$ cat src/afe_ctrl_pkg.sv
`default_nettype none
package afe_ctrl_pkg;
    // ************************************************
    // Register offsets
    // ************************************************
    localparam logic [7:0] OFF_VOICE_START = 8'h00;
    localparam logic [7:0] OFF_AUDIO_START = 8'h20;
    localparam logic [7:0] OFF_SINE_TEST = 8'h30;
    localparam logic [7:0] OFF_IRQ_SET = 8'h34;
    localparam logic [7:0] OFF_TEST_MODE = 8'h38;
    localparam logic [7:0] OFF_COEF_FIRST = 8'h40;
    localparam logic [7:0] OFF_COEF_LAST = 8'hF0;
    // ************************************************
    // Field positions and reset values
    // ************************************************
    localparam int BIT_VOICE_TONE = 15;
    localparam int BIT_AUDIO_TONE = 14;
    localparam int BIT_TONE_MUTE = 13;
    localparam int AMP_LSB = 8;
    localparam int FREQ_LSB = 0;
    localparam int BIT_REDIRECT = 15;
    localparam int BIT_RST_SEEN = 2;
    localparam logic [4:0] AMP_RESET = 5'h07;
    localparam logic [7:0] FREQ_RESET = 8'h01;
    localparam logic [2:0] PERIOD_RESET = 3'h5;
    // ************************************************
    // Equalizer and timing
    // ************************************************
    localparam int TAPS = 45;
    localparam int EQ_SHIFT = 15;
    localparam int CLK_HZ = 25000000;
    localparam int VOICE_RATE_HZ = 8000;
    localparam int VOICE_TICK_CYC = CLK_HZ / VOICE_RATE_HZ;
    localparam logic [1:0] MODE_NORMAL = 2'h0;
endpackage
`default_nettype wire

$ cat src/mem_if.sv
`timescale 1ns/1ps
`default_nettype none
interface mem_if;
    logic we;
    logic [5:0] waddr;
    logic [15:0] wdata;
    logic [5:0] raddr;
    logic [15:0] rdata;
    modport ctrl (output we, output waddr, output wdata, output raddr, input rdata);
    modport mem (input we, input waddr, input wdata, input raddr, output rdata);
endinterface
`default_nettype wire

$ cat src/afe_test_eq_ctrl.sv
`timescale 1ns/1ps
`default_nettype none
// Operation
// - Voice tone select feeds sine to voice DAC
// - Audio tone select feeds sine to audio DAC
// - Mute bit silences sine output
// - Redirect moves audio interrupt onto voice line
// - Audio interrupt every reload-plus-one pairs
// - 45-tap sum divided by 32768
// - Signed 16-bit coefficients, tap zero newest
// - Two-bit transcoder test mode selects four modes
// - Test transfer waits for interface reset
// - Voice start resets path, 8 kHz interrupts
module afe_test_eq_ctrl (
    input wire logic clk,
    input wire logic nrst,
    input wire logic psel,
    input wire logic penable,
    input wire logic pwrite,
    input wire logic [7:0] paddr,
    input wire logic [15:0] pwdata,
    output logic [15:0] prdata,
    output logic pready,
    output logic pslverr,
    input wire logic voice_clock_gate_bit,
    input wire logic audio_clock_gate_bit,
    input wire logic test_interface_reset_signal_n,
    input wire logic [15:0] voice_sample,
    output logic [15:0] voice_dac_data,
    input wire logic [15:0] audio_in_data,
    input wire logic audio_in_valid,
    output logic audio_in_ready,
    output logic [15:0] audio_dac_data,
    output logic audio_dac_valid,
    input wire logic audio_dac_ready,
    output logic voice_irq,
    output logic audio_irq,
    output logic [1:0] transcoder_test_mode,
    output logic test_transfer_en
);
    typedef enum logic [3:0] {
        EQ_IDLE = 4'h1,
        EQ_MAC = 4'h2,
        EQ_OUT = 4'h4,
        EQ_SPARE = 4'h8
    } eq_state_t;

    function automatic logic [5:0] wrap_sub(input logic [5:0] a, input logic [5:0] b);
        wrap_sub = (a >= b) ? 6'(a - b) : 6'(a + 6'(afe_ctrl_pkg::TAPS) - b);
    endfunction

    function automatic logic [15:0] sat16(input logic signed [37:0] v);
        logic signed [37:0] s;
        s = v >>> afe_ctrl_pkg::EQ_SHIFT;
        if (s > 38'sh7FFF) sat16 = 16'h7FFF;
        else if (s < -38'sh8000) sat16 = 16'h8000;
        else sat16 = s[15:0];
    endfunction

    function automatic logic signed [15:0] sine_at(input logic [7:0] ph);
        logic [3:0] i;
        logic signed [15:0] q;
        i = ph[5] ? ~ph[5:2] : ph[5:2];
        case (i)
            4'h0: q = 16'h0C8C; 4'h1: q = 16'h2528; 4'h2: q = 16'h3C57; 4'h3: q = 16'h5134;
            4'h4: q = 16'h62F2; 4'h5: q = 16'h70E3; 4'h6: q = 16'h7A7D; 4'h7: q = 16'h7F62;
            default: q = 16'h7FFF;
        endcase
        sine_at = ph[6] ? -q : q;
    endfunction

    // ************************************************
    // Registers
    // ************************************************
    logic voice_start_r, audio_start_r, voice_tone_r, audio_tone_r, tone_mute_r, redirect_r, rst_seen_r;
    logic [4:0] tone_amplitude_r;
    logic [7:0] tone_frequency_r;
    logic [2:0] period_reload_r;
    logic [1:0] mode_r;
    logic wr_en, rd_en, addr_ok, coef_hit, mode_wr;
    logic [5:0] coef_idx;

    assign coef_hit = paddr >= afe_ctrl_pkg::OFF_COEF_FIRST && paddr <= afe_ctrl_pkg::OFF_COEF_LAST
                      && paddr[1:0] == 2'h0;
    assign coef_idx = 6'((paddr - afe_ctrl_pkg::OFF_COEF_FIRST) >> 2);
    assign addr_ok = coef_hit || paddr == afe_ctrl_pkg::OFF_VOICE_START || paddr == afe_ctrl_pkg::OFF_AUDIO_START
                     || paddr == afe_ctrl_pkg::OFF_SINE_TEST || paddr == afe_ctrl_pkg::OFF_IRQ_SET
                     || paddr == afe_ctrl_pkg::OFF_TEST_MODE;
    assign wr_en = psel && penable && pwrite && addr_ok;
    assign rd_en = psel && !penable && !pwrite;
    assign mode_wr = wr_en && paddr == afe_ctrl_pkg::OFF_TEST_MODE;

    always_ff @(posedge clk or negedge nrst) begin
        if (!nrst) begin
            voice_start_r <= 1'b0;
            audio_start_r <= 1'b0;
            voice_tone_r <= 1'b0;
            audio_tone_r <= 1'b0;
            tone_mute_r <= 1'b0;
            tone_amplitude_r <= afe_ctrl_pkg::AMP_RESET;
            tone_frequency_r <= afe_ctrl_pkg::FREQ_RESET;
            redirect_r <= 1'b0;
            period_reload_r <= afe_ctrl_pkg::PERIOD_RESET;
            mode_r <= afe_ctrl_pkg::MODE_NORMAL;
        end else if (wr_en) begin
            case (paddr)
                afe_ctrl_pkg::OFF_VOICE_START: voice_start_r <= pwdata[0];
                afe_ctrl_pkg::OFF_AUDIO_START: audio_start_r <= pwdata[0];
                afe_ctrl_pkg::OFF_SINE_TEST: begin
                    voice_tone_r <= pwdata[afe_ctrl_pkg::BIT_VOICE_TONE];
                    audio_tone_r <= pwdata[afe_ctrl_pkg::BIT_AUDIO_TONE];
                    tone_mute_r <= pwdata[afe_ctrl_pkg::BIT_TONE_MUTE];
                    tone_amplitude_r <= pwdata[afe_ctrl_pkg::AMP_LSB +: 5];
                    tone_frequency_r <= pwdata[afe_ctrl_pkg::FREQ_LSB +: 8];
                end
                afe_ctrl_pkg::OFF_IRQ_SET: begin
                    redirect_r <= pwdata[afe_ctrl_pkg::BIT_REDIRECT];
                    period_reload_r <= pwdata[2:0];
                end
                afe_ctrl_pkg::OFF_TEST_MODE: mode_r <= pwdata[1:0];
                default: ;
            endcase
        end
    end

    // ************************************************
    // Register read path
    // ************************************************
    always_ff @(posedge clk or negedge nrst) begin
        if (!nrst) begin
            prdata <= 16'h0000;
            pready <= 1'b0;
            pslverr <= 1'b0;
        end else begin
            pready <= 1'b1;
            if (psel && !penable) begin
                pslverr <= !addr_ok;
            end
            if (rd_en) begin
                case (paddr)
                    afe_ctrl_pkg::OFF_VOICE_START: prdata <= {15'h0000, voice_start_r};
                    afe_ctrl_pkg::OFF_AUDIO_START: prdata <= {15'h0000, audio_start_r};
                    afe_ctrl_pkg::OFF_SINE_TEST: prdata <= {voice_tone_r, audio_tone_r, tone_mute_r,
                                                            tone_amplitude_r, tone_frequency_r};
                    afe_ctrl_pkg::OFF_IRQ_SET: prdata <= {redirect_r, 12'h000, period_reload_r};
                    afe_ctrl_pkg::OFF_TEST_MODE: prdata <= {13'h0000, rst_seen_r, mode_r};
                    default: prdata <= 16'h0000;
                endcase
            end
        end
    end

    // ************************************************
    // Test interface reset recognition
    // ************************************************
    logic dai_s1_r, dai_s2_r;
    always_ff @(posedge clk or negedge nrst) begin
        if (!nrst) begin
            dai_s1_r <= 1'b1;
            dai_s2_r <= 1'b1;
        end else begin
            dai_s1_r <= test_interface_reset_signal_n;
            dai_s2_r <= dai_s1_r;
        end
    end

    always_ff @(posedge clk or negedge nrst) begin
        if (!nrst) begin
            rst_seen_r <= 1'b0;
            transcoder_test_mode <= afe_ctrl_pkg::MODE_NORMAL;
            test_transfer_en <= 1'b0;
        end else begin
            if (!dai_s2_r && mode_r != afe_ctrl_pkg::MODE_NORMAL) rst_seen_r <= 1'b1;
            else if (mode_wr) rst_seen_r <= 1'b0;
            transcoder_test_mode <= mode_r;
            test_transfer_en <= rst_seen_r && mode_r != afe_ctrl_pkg::MODE_NORMAL;
        end
    end

    // ************************************************
    // Voice timing and tone generator
    // ************************************************
    logic voice_run, audio_run, voice_tick;
    logic [11:0] vcnt_r;
    logic [7:0] phase_r;
    logic [15:0] tone_word;
    assign voice_run = voice_start_r && !voice_clock_gate_bit;
    assign audio_run = audio_start_r && !audio_clock_gate_bit;
    assign voice_tick = voice_run && vcnt_r == 12'(afe_ctrl_pkg::VOICE_TICK_CYC - 1);
    assign tone_word = tone_mute_r ? 16'h0000 : 16'(sine_at(phase_r) >>> tone_amplitude_r);

    always_ff @(posedge clk or negedge nrst) begin
        if (!nrst) begin
            vcnt_r <= 12'h000;
        end else if (!voice_run || voice_tick) begin
            vcnt_r <= 12'h000;
        end else begin
            vcnt_r <= 12'(vcnt_r + 12'h001);
        end
    end

    always_ff @(posedge clk or negedge nrst) begin
        if (!nrst) begin
            phase_r <= 8'h00;
        end else if (voice_tick) begin
            phase_r <= 8'(phase_r + tone_frequency_r);
        end
    end

    always_ff @(posedge clk or negedge nrst) begin
        if (!nrst) begin
            voice_dac_data <= 16'h0000;
        end else if (voice_tick) begin
            voice_dac_data <= voice_tone_r ? tone_word : voice_sample;
        end
    end

    // ************************************************
    // Two-entry input buffer
    // ************************************************
    logic [15:0] buf_r [0:1];
    logic [1:0] cnt_r;
    logic pop, push;
    assign push = audio_in_valid && audio_in_ready;
    always_ff @(posedge clk or negedge nrst) begin
        if (!nrst) begin
            cnt_r <= 2'h0;
            audio_in_ready <= 1'b0;
            buf_r[0] <= 16'h0000;
            buf_r[1] <= 16'h0000;
        end else begin
            cnt_r <= 2'(cnt_r + {1'b0, push} - {1'b0, pop});
            audio_in_ready <= 2'(cnt_r + {1'b0, push} - {1'b0, pop}) < 2'h2;
            if (pop) buf_r[0] <= buf_r[1];
            if (push) buf_r[2'(cnt_r - {1'b0, pop}) == 2'h0 ? 0 : 1] <= audio_in_data;
        end
    end

    // ************************************************
    // Equalizer
    // ************************************************
    mem_if coef_bus ();
    mem_if hist_bus ();
    word_mem coef_mem (.clk(clk), .port(coef_bus.mem));
    word_mem hist_mem (.clk(clk), .port(hist_bus.mem));

    eq_state_t state_r;
    logic [5:0] k_r, newest_r, wp_r, fill_r;
    logic signed [37:0] acc_r;
    logic [2:0] pairs_r;
    logic out_done, audio_evt;
    logic signed [37:0] term;

    assign pop = state_r == EQ_IDLE && cnt_r != 2'h0 && audio_run;
    assign coef_bus.we = wr_en && coef_hit;
    assign coef_bus.waddr = coef_idx;
    assign coef_bus.wdata = pwdata;
    assign coef_bus.raddr = k_r;
    assign hist_bus.we = pop;
    assign hist_bus.waddr = wp_r;
    assign hist_bus.wdata = buf_r[0];
    assign hist_bus.raddr = wrap_sub(newest_r, k_r);
    assign out_done = state_r == EQ_OUT && audio_dac_ready;
    assign audio_evt = out_done && pairs_r == 3'h0;
    // Taps older than the samples taken since start count as zero
    assign term = (k_r <= fill_r) ? 38'($signed(coef_bus.rdata) * $signed(hist_bus.rdata)) : 38'sh0;

    always_ff @(posedge clk or negedge nrst) begin
        if (!nrst) begin
            state_r <= EQ_IDLE;
            k_r <= 6'h00;
            newest_r <= 6'h00;
            wp_r <= 6'h00;
            fill_r <= 6'h00;
            acc_r <= 38'sh0;
            audio_dac_data <= 16'h0000;
            audio_dac_valid <= 1'b0;
        end else if (!audio_run) begin
            state_r <= EQ_IDLE;
            wp_r <= 6'h00;
            fill_r <= 6'h00;
            audio_dac_valid <= 1'b0;
        end else begin
            case (state_r)
                EQ_IDLE: begin
                    if (pop) begin
                        newest_r <= wp_r;
                        if (fill_r != 6'(afe_ctrl_pkg::TAPS)) fill_r <= 6'(fill_r + 6'h01);
                        wp_r <= wp_r == 6'(afe_ctrl_pkg::TAPS - 1) ? 6'h00 : 6'(wp_r + 6'h01);
                        k_r <= 6'h00;
                        acc_r <= 38'sh0;
                        state_r <= EQ_MAC;
                    end
                end
                EQ_MAC: begin
                    if (k_r != 6'h00) begin
                        acc_r <= acc_r + term;
                    end
                    if (k_r == 6'(afe_ctrl_pkg::TAPS)) begin
                        state_r <= EQ_OUT;
                        audio_dac_valid <= 1'b1;
                        audio_dac_data <= audio_tone_r ? tone_word
                            : sat16(acc_r + term);
                    end
                    k_r <= 6'(k_r + 6'h01);
                end
                EQ_OUT: begin
                    if (audio_dac_ready) begin
                        audio_dac_valid <= 1'b0;
                        state_r <= EQ_IDLE;
                    end
                end
                default: state_r <= EQ_IDLE;
            endcase
        end
    end

    // ************************************************
    // Interrupts
    // ************************************************
    always_ff @(posedge clk or negedge nrst) begin
        if (!nrst) begin
            pairs_r <= afe_ctrl_pkg::PERIOD_RESET;
        end else if (!audio_run || audio_evt) begin
            pairs_r <= period_reload_r;
        end else if (out_done) begin
            pairs_r <= 3'(pairs_r - 3'h1);
        end
    end

    always_ff @(posedge clk or negedge nrst) begin
        if (!nrst) begin
            voice_irq <= 1'b0;
            audio_irq <= 1'b0;
        end else begin
            voice_irq <= redirect_r ? audio_evt : voice_tick;
            audio_irq <= redirect_r ? 1'b0 : audio_evt;
        end
    end
endmodule
`default_nettype wire

$ cat src/word_mem.sv
`timescale 1ns/1ps
`default_nettype none
module word_mem (
    input wire logic clk,
    mem_if.mem port
);
    logic [15:0] store [0:afe_ctrl_pkg::TAPS-1];

    // ************************************************
    // Write port and registered read port
    // ************************************************
    always_ff @(posedge clk) begin
        if (port.we) begin
            store[port.waddr] <= port.wdata;
        end
    end

    always_ff @(posedge clk) begin
        port.rdata <= store[port.raddr];
    end
endmodule
`default_nettype wire

$ cat config.mk
export PLATFORM = sky130hd
export DESIGN_NAME = afe_test_eq_ctrl
export DESIGN_NICKNAME = d
export VERILOG_FILES = /design/src/afe_ctrl_pkg.sv /design/src/mem_if.sv /design/src/afe_test_eq_ctrl.sv /design/src/word_mem.sv
export SDC_FILE = /design/constraint.sdc
export NUM_CORES = 2
export LEC_CHECK = 0
export ABC_AREA = 1
export BUFFER_PORTS_ARGS = -buffer_cell sky130_fd_sc_hd__buf_4
export CORE_MARGIN = 1.5
export CORE_UTILIZATION = 50
export DETAILED_ROUTE_END_ITERATION = 16
export PLACE_DENSITY_LB_ADDON = 0.3
export SLEW_MARGIN = 20
export SYNTH_ARGS = -nofsm -noshare
export SYNTH_HDL_FRONTEND = slang
export SYNTH_HIERARCHICAL = 1
export SYNTH_SLANG_ARGS = --single-unit
$ cat constraint.sdc
create_clock -name clk -period 9 [get_ports clk]
set_clock_uncertainty 0.05 [all_clocks]
set_input_delay 0.45 -clock clk [delete_from_list [all_inputs] [get_ports clk]]
set_output_delay 0.45 -clock clk [all_outputs]
set_load 0.03 [all_outputs]
# --- After elaboration in Yosys (flattened, before gate mapping) ---
# Memories as Yosys holds them, arrays and structs flattened. A register that Yosys moved wholly into a read port is not among the register bits.
# Index checks and enable logic that the tools add are counted.
totals:
  output_inout_bits: 57
  register_bits: 207
  n_memories: 3
  word_cells: 195
  mem_bits_rw: 1440
  input_bits: 66
  mem_bits_ro: 120
memory_table:
  columns: ["memory", "words", "word_bits", "read_ports", "rd_ports_with_merged_regs", "write_ports", "line_no", "text"]
  rows:
  - ["coef_mem.store", 45, 16, 1, 1, 1, "word_mem.sv:7", "logic [15:0] store [0:afe_ctrl_pkg::TAPS-1];"]
  - ["hist_mem.store", 45, 16, 1, 1, 1, "word_mem.sv:7", null]
  - ["(name not given)", 8, 15, 1, 0, 0, "afe_test_eq_ctrl.sv:64", "case (i)"]
classes:
  mul: 1
  n_lt_le_gt_ge: 9
  n_shift: 1
  n_bitwise: 2
  reduce_logical: 58
  addsub: 15
  n_mux: 50
  eq_ne: 20
op_table:
  columns: ["operator", "n"]
  rows:
  - ["$mux 16", 9]
  - ["$mux 38", 3]
  - ["$pmux 16 s5", 1]
  - ["$pmux 38 s2", 1]
  - ["$mux 6", 10]
  - ["$add 38x38->38", 1]
  - ["$bwmux 32", 1]
  - ["$eq 8x6->1 const B", 4]
  - ["$ge 32x2->1 const B", 1]
  - ["$lt 32x1->1 const B", 1]
  - ["$mul 16x16->32", 1]
  - ["$mux 32", 1]
  - ["$not 1->32", 1]
  - ["$gt 23x16->1 const B", 1]
  - ["$lt 23x16->1 const B", 1]
  - ["$logic_and 1x1->1", 20]
  - ["$mux 4", 5]
  - ["$add 6x1->6 const B", 3]
  - ["$reduce_and 3->1", 6]
  - ["$demux 16 s1", 1]
  - ["$neg 16->16", 1]
  - ["$sshr 16x5->16", 1]
  - ["$add 12x1->12 const B", 1]
  - ["$eq 12x12->1 const B", 1]
  - ["other kinds (37)", 80]

# --- Logic depth before layout (Yosys ltp) ---
logic_depth:
  depth_word: 13
  depth_mapped: 54
  depth_no_buf: 51

# --- Cells and area by module ---
# The synthesis kept the hierarchy.
by_module_without_submodules:
  columns: ["module", "area_per_inst_um2", "instances", "seq_area_each_um2", "cells_per_inst"]
  rows:
  - ["word_mem", 29455.8, 2, 21941.0, 2418]
  - ["afe_test_eq_ctrl", 23112.2, 1, 5143.7, 3016]

# --- Worst setup path before layout ---
# Ideal clock, no wire load.
synth_path:
  path_kind: "reg-to-reg"
  start: "reg coef_mem.port.rdata[5], read port of coef_mem.store"
  end: "reg audio_dac_data[5]"
  path_stages_with_launch: 51
  setup_slack_ps: 1034
  arrival_ps: 7800
  n_path_buf: 3
  period_less_slack_ps: 7966
  cell_sequence: "dfxtp_1 clkbuf_1 clkbuf_1 nand2_1 fa_1 inv_1 fa_1 inv_1 fa_1 inv_1 fa_1 fa_1 inv_1 fa_1 inv_1 ha_1 nand2_1 inv_2 [... 15 more ...] inv_1 o211ai_1 a21oi_1 nand2_1 nand3_2 o21bai_4 nand2_1 nand2_1 nand2_1 nand2_1 nand2_1 nand2_2 inv_2 nand2_4 buf_6 nand3_1 nand2_1 nand2_1"
synth_between:
  elab_chain_cells: 7
  elab_cells_between_ends: 8
  classes_between: "add/sub: 1; mul: 1; order compare: 2; mux: 4"
synth_lines:
  columns: ["element", "line_no", "text"]
  rows:
  - ["start: declaration", "mem_if.sv:10", "modport mem (input we, input waddr, input wdata, input raddr, output rdata);"]
  - ["$mul 16x16->32 (*)", "afe_test_eq_ctrl.sv:266", "assign term = (k_r <= fill_r) ? 38'($signed(coef_bus.rdata) * $signed(hist_bus.rdata)) : 38'sh0;"]
  - ["$mux 38 (*)", "afe_test_eq_ctrl.sv:266", null]
  - ["$add 38x38->38 (*)", "afe_test_eq_ctrl.sv:303", ": sat16(acc_r + term);"]
  - ["$lt 23x16->1", "afe_test_eq_ctrl.sv:56", "else if (s < -38'sh8000) sat16 = 16'h8000;"]
  - ["$mux 16", "afe_test_eq_ctrl.sv:56", null]
  - ["$mux 16 (*)", "afe_test_eq_ctrl.sv:55", "if (s > 38'sh7FFF) sat16 = 16'h7FFF;"]
  - ["$mux 16 (*)", "afe_test_eq_ctrl.sv:302", "audio_dac_data <= audio_tone_r ? tone_word"]
  - ["end signal: assignment", "afe_test_eq_ctrl.sv:302", null]
  - ["end: declaration", "afe_test_eq_ctrl.sv:33", "output logic [15:0] audio_dac_data,"]
# Mark *: on every way between the ends. The rest lies on a longest branch, timed or not.
# A chain may end at the register's enable or synchronous reset.

# --- Worst setup path after layout ---
layout_path:
  start: "reg coef_mem.port.rdata[4], read port of coef_mem.store"
  end: "reg audio_dac_data[13]"
# Same word-level chain as after synthesis.

==> impl_metrics.py <==
metrics = {
    "status": {
        "status": "complete, no violations",
    },
    "critical_path": {
        "critPathKind": "reg2reg",
        "worstPathArrival_ns": 8.90,
        "cp-start-kind": "flop",
        "cp_slowest_cell": "fa_1",
        "end_kind": "flop",
        "cp_common_cell": "nand2_1",
        "critPathMaxFanout": 15,
        "cp.required_ns": 9.62,
        "max_stage_delay_ns": 0.55,
    },
    "synth": {
        "syn-cell-area_mm2": 0.08202,
        "synth_top_cell_area_share": 0.5272,
        "synth.most_common_cell": "nand2_1",
        "syn_nets": 8346,
        "synth_flop_cell": "edfxtp_1",
        "yosys-top-cells-area": "edfxtp_1 53%, nand2_1 10%, fa_1 6.5%",
        "ys_async_sr_fraction": 0.1222,
        "synth_seq_cells": 1677,
        "syn_avg_cell_area_um2": 10.45,
        "synth_edf_count": 1440,
        "ys_types": 61,
        "synth_cells": 7852,
        "yosys_warnings": 6,
        "ys_seq_area_frac": 0.5977,
        "synth_common_cells": "2225 x nand2_1, 1440 x edfxtp_1, 982 x nand3_1",
        "synth_top_area_cell": "edfxtp_1",
    },
    "route": {
        "first_iter_violations": 6198,
        "num_vias": 57330,
        "drc_errors": 0,
        "first_pass_iters": 6,
        "via_per_inst": 5.581,
        "wl_per_cell_um": 20.55,
        "wl_mm": 211.1,
        "ant_nets": 0,
    },
    "clock_tree": {
        "htree_levels": 4,
        "cts_tree": "yes",
        "clk_pin_slew_worst_paths_ns": 0.06,
        "clock_sinks": 1677,
        "cts_max_path_buffers": 3,
        "cts-root-buf": "clkbuf_16",
        "cts_buffers": 175,
        "clkLatencyLatePin_ns": 0.83,
    },
    "global_route": {
        "gr-usage-all-layers": 0.2521,
        "grt_pass1_wl_mm": 325.2,
        "grt-busiest-layer": "met2",
        "antenna_found_initial": 10,
        "grtUsageMet2": 0.4000,
        "use_met1": 0.3562,
        "grt_max_degree": 213,
        "grt-ovfl-total": 0,
        "grt_pass1_vias": 55830,
        "met3_usage": 0.03737,
    },
    "final_layout": {
        "syn2layout_area_growth_pct": 10.91,
        "design_area_mm2": 0.09097,
        "drive_gt1_frac": 0.08068,
        "finalNetCount": 8441,
        "finalNonFillerCells": 10270,
    },
    "die": {
        "ios": 123,
        "initial_core_util": 0.5039,
        "row_count": 148,
        "die_h_um": 408.0,
        "die_w_um": 408.0,
        "core_mm2": 0.1628,
        "die_area_mm2": 0.1665,
    },
    "sta": {
        "drv_slew": 0,
        "worstMarginPinSlew_ns": 1.155,
        "setup_viol": 0,
        "setup_tns_ns": 0,
        "fin_crit_ns": 8.272,
        "period_share": 0.9191,
        "hold_viol_final": 0,
        "hold-worst-slack_ns": 0.1105,
        "slew_headroom": 0.2302,
        "fmax_mhz": 120.9,
    },
    "flow_run": {
        "maxCapViolations": 0,
    },
    "placement": {
        "dp_hpwl_mm": 126.0,
        "dp_cells": 9903,
        "io_buffers": 122,
        "place_area_mm2": 0.08486,
        "gp_congestion": 0.9096,
    },
    "hold_path": {
        "hold_class": "in2reg",
    },
}
[worst max-delay path: cells and delay by family (launching register included)]
kind,cells,cell delay [ns]
flip-flops,1,0.52
adder cells (fa/ha/maj),8,3.46
AO/OA/AOI/OAI,10,1.70
AND/OR/NAND/NOR,16,1.51
buffers and inverters,10,0.92
[registers in the layout (all words and copies together) (netlist names), 3 cells and up, named ones only]
signal,flops
acc_r,38
audio_dac_data,16
hist_bus.wdata,16
coef_mem/store,720
hist_mem/port.rdata,16
state_r,3
hist_bus.waddr,6
voice_dac_data,16
pairs_r,3
prdata,16
period_reload_r,3
fill_r,6
hist_mem/store,720
coef_bus.raddr,6
newest_r,6
coef_mem/port.rdata,16
tone_amplitude_r,5
vcnt_r,12
tone_frequency_r,8
phase_r,7
[placed cells by master, fill, tap and decap left out, types with 49 or more instances in the layout]
cell,n
nand3_1,981
edfxtp_1,1440
nand2_1,2225
dfrtp_1,191
nor2_1,441
ha_1,161
inv_1,683
o22ai_1,106
o21ai_0,314
o21ai_1,65
fa_1,267
clkbuf_16,175
a21oi_1,202
clkinv_1,49
buf_4,291
[timing repair]
item / in CTS / in global routing
hold endpoints to repair: 133 / 0
setup endpoints to repair: 0 / 17
hold buffers: 42 / 0
buffers inserted: 0 / 0
resized for setup: 0 / 19
[routing by layer]
metal  vias up  part of all wire
li1      26600                 -
met1     28080              0.42
met2      2299              0.46
met3       341             0.082
met4         8             0.031
met5         -           0.00024
[final timing paths]
check                                       start              endpoint  slack (ns)  cells after the start
setup / recovery           coef_mem/port.rdata[4]    audio_dac_data[13]        0.73                     44
hold / removal                          pwdata[4]  coef_mem/store[5][4]        0.11                      1
setup reg to reg           coef_mem/port.rdata[4]    audio_dac_data[13]        0.73                     44
hold reg to reg                          dai_s1_r              dai_s2_r        0.31                      0
max in group asynchronous                    nrst     coef_bus.raddr[2]        6.49                      4
min in group asynchronous                    nrst    voice_dac_data[13]        0.15                      2
[cell type report]
class                      instances  area [um2]
timing repair buffer             336        2660
fill                           13580       71800
multi-input combinational       5056       28220
clock inverter                   113        1075
tap                             2175        2721
clock buffer                     211        4554
sequential                      1677       49060
antenna                            3       7.507
inverter                         701        2673
[cell families after synthesis]
kind of cell | Yosys count | share of synthesized area
simple gates | 3747 | 0.1895
compound gates | 792 | 0.05322
mux | 23 | 0.003097
fa+ha+maj | 428 | 0.08972
xor+xnor | 65 | 0.006941
flops | 1677 | 0.5977
other cells | 1 | 0.00004572
buf+inv | 1119 | 0.05978
[through the flow]
| step | util | worst slack (ns) |
|---|---|---|
| 2_1_floorplan | - | 1.034 |
| 3_3_place_gp | 0.5213 | 0.4930 |
| 3_5_place_dp | 0.5213 | 0.3990 |
| 4_1_cts | 0.5585 | 0.3720 |
| 5_1_grt | 0.5589 | -0.01272 |
| 6_report | 0.5589 | 0.7279 |
Power is not shown: default switching activity piles up to over one toggle a cycle in this logic, so the estimate is an artifact.
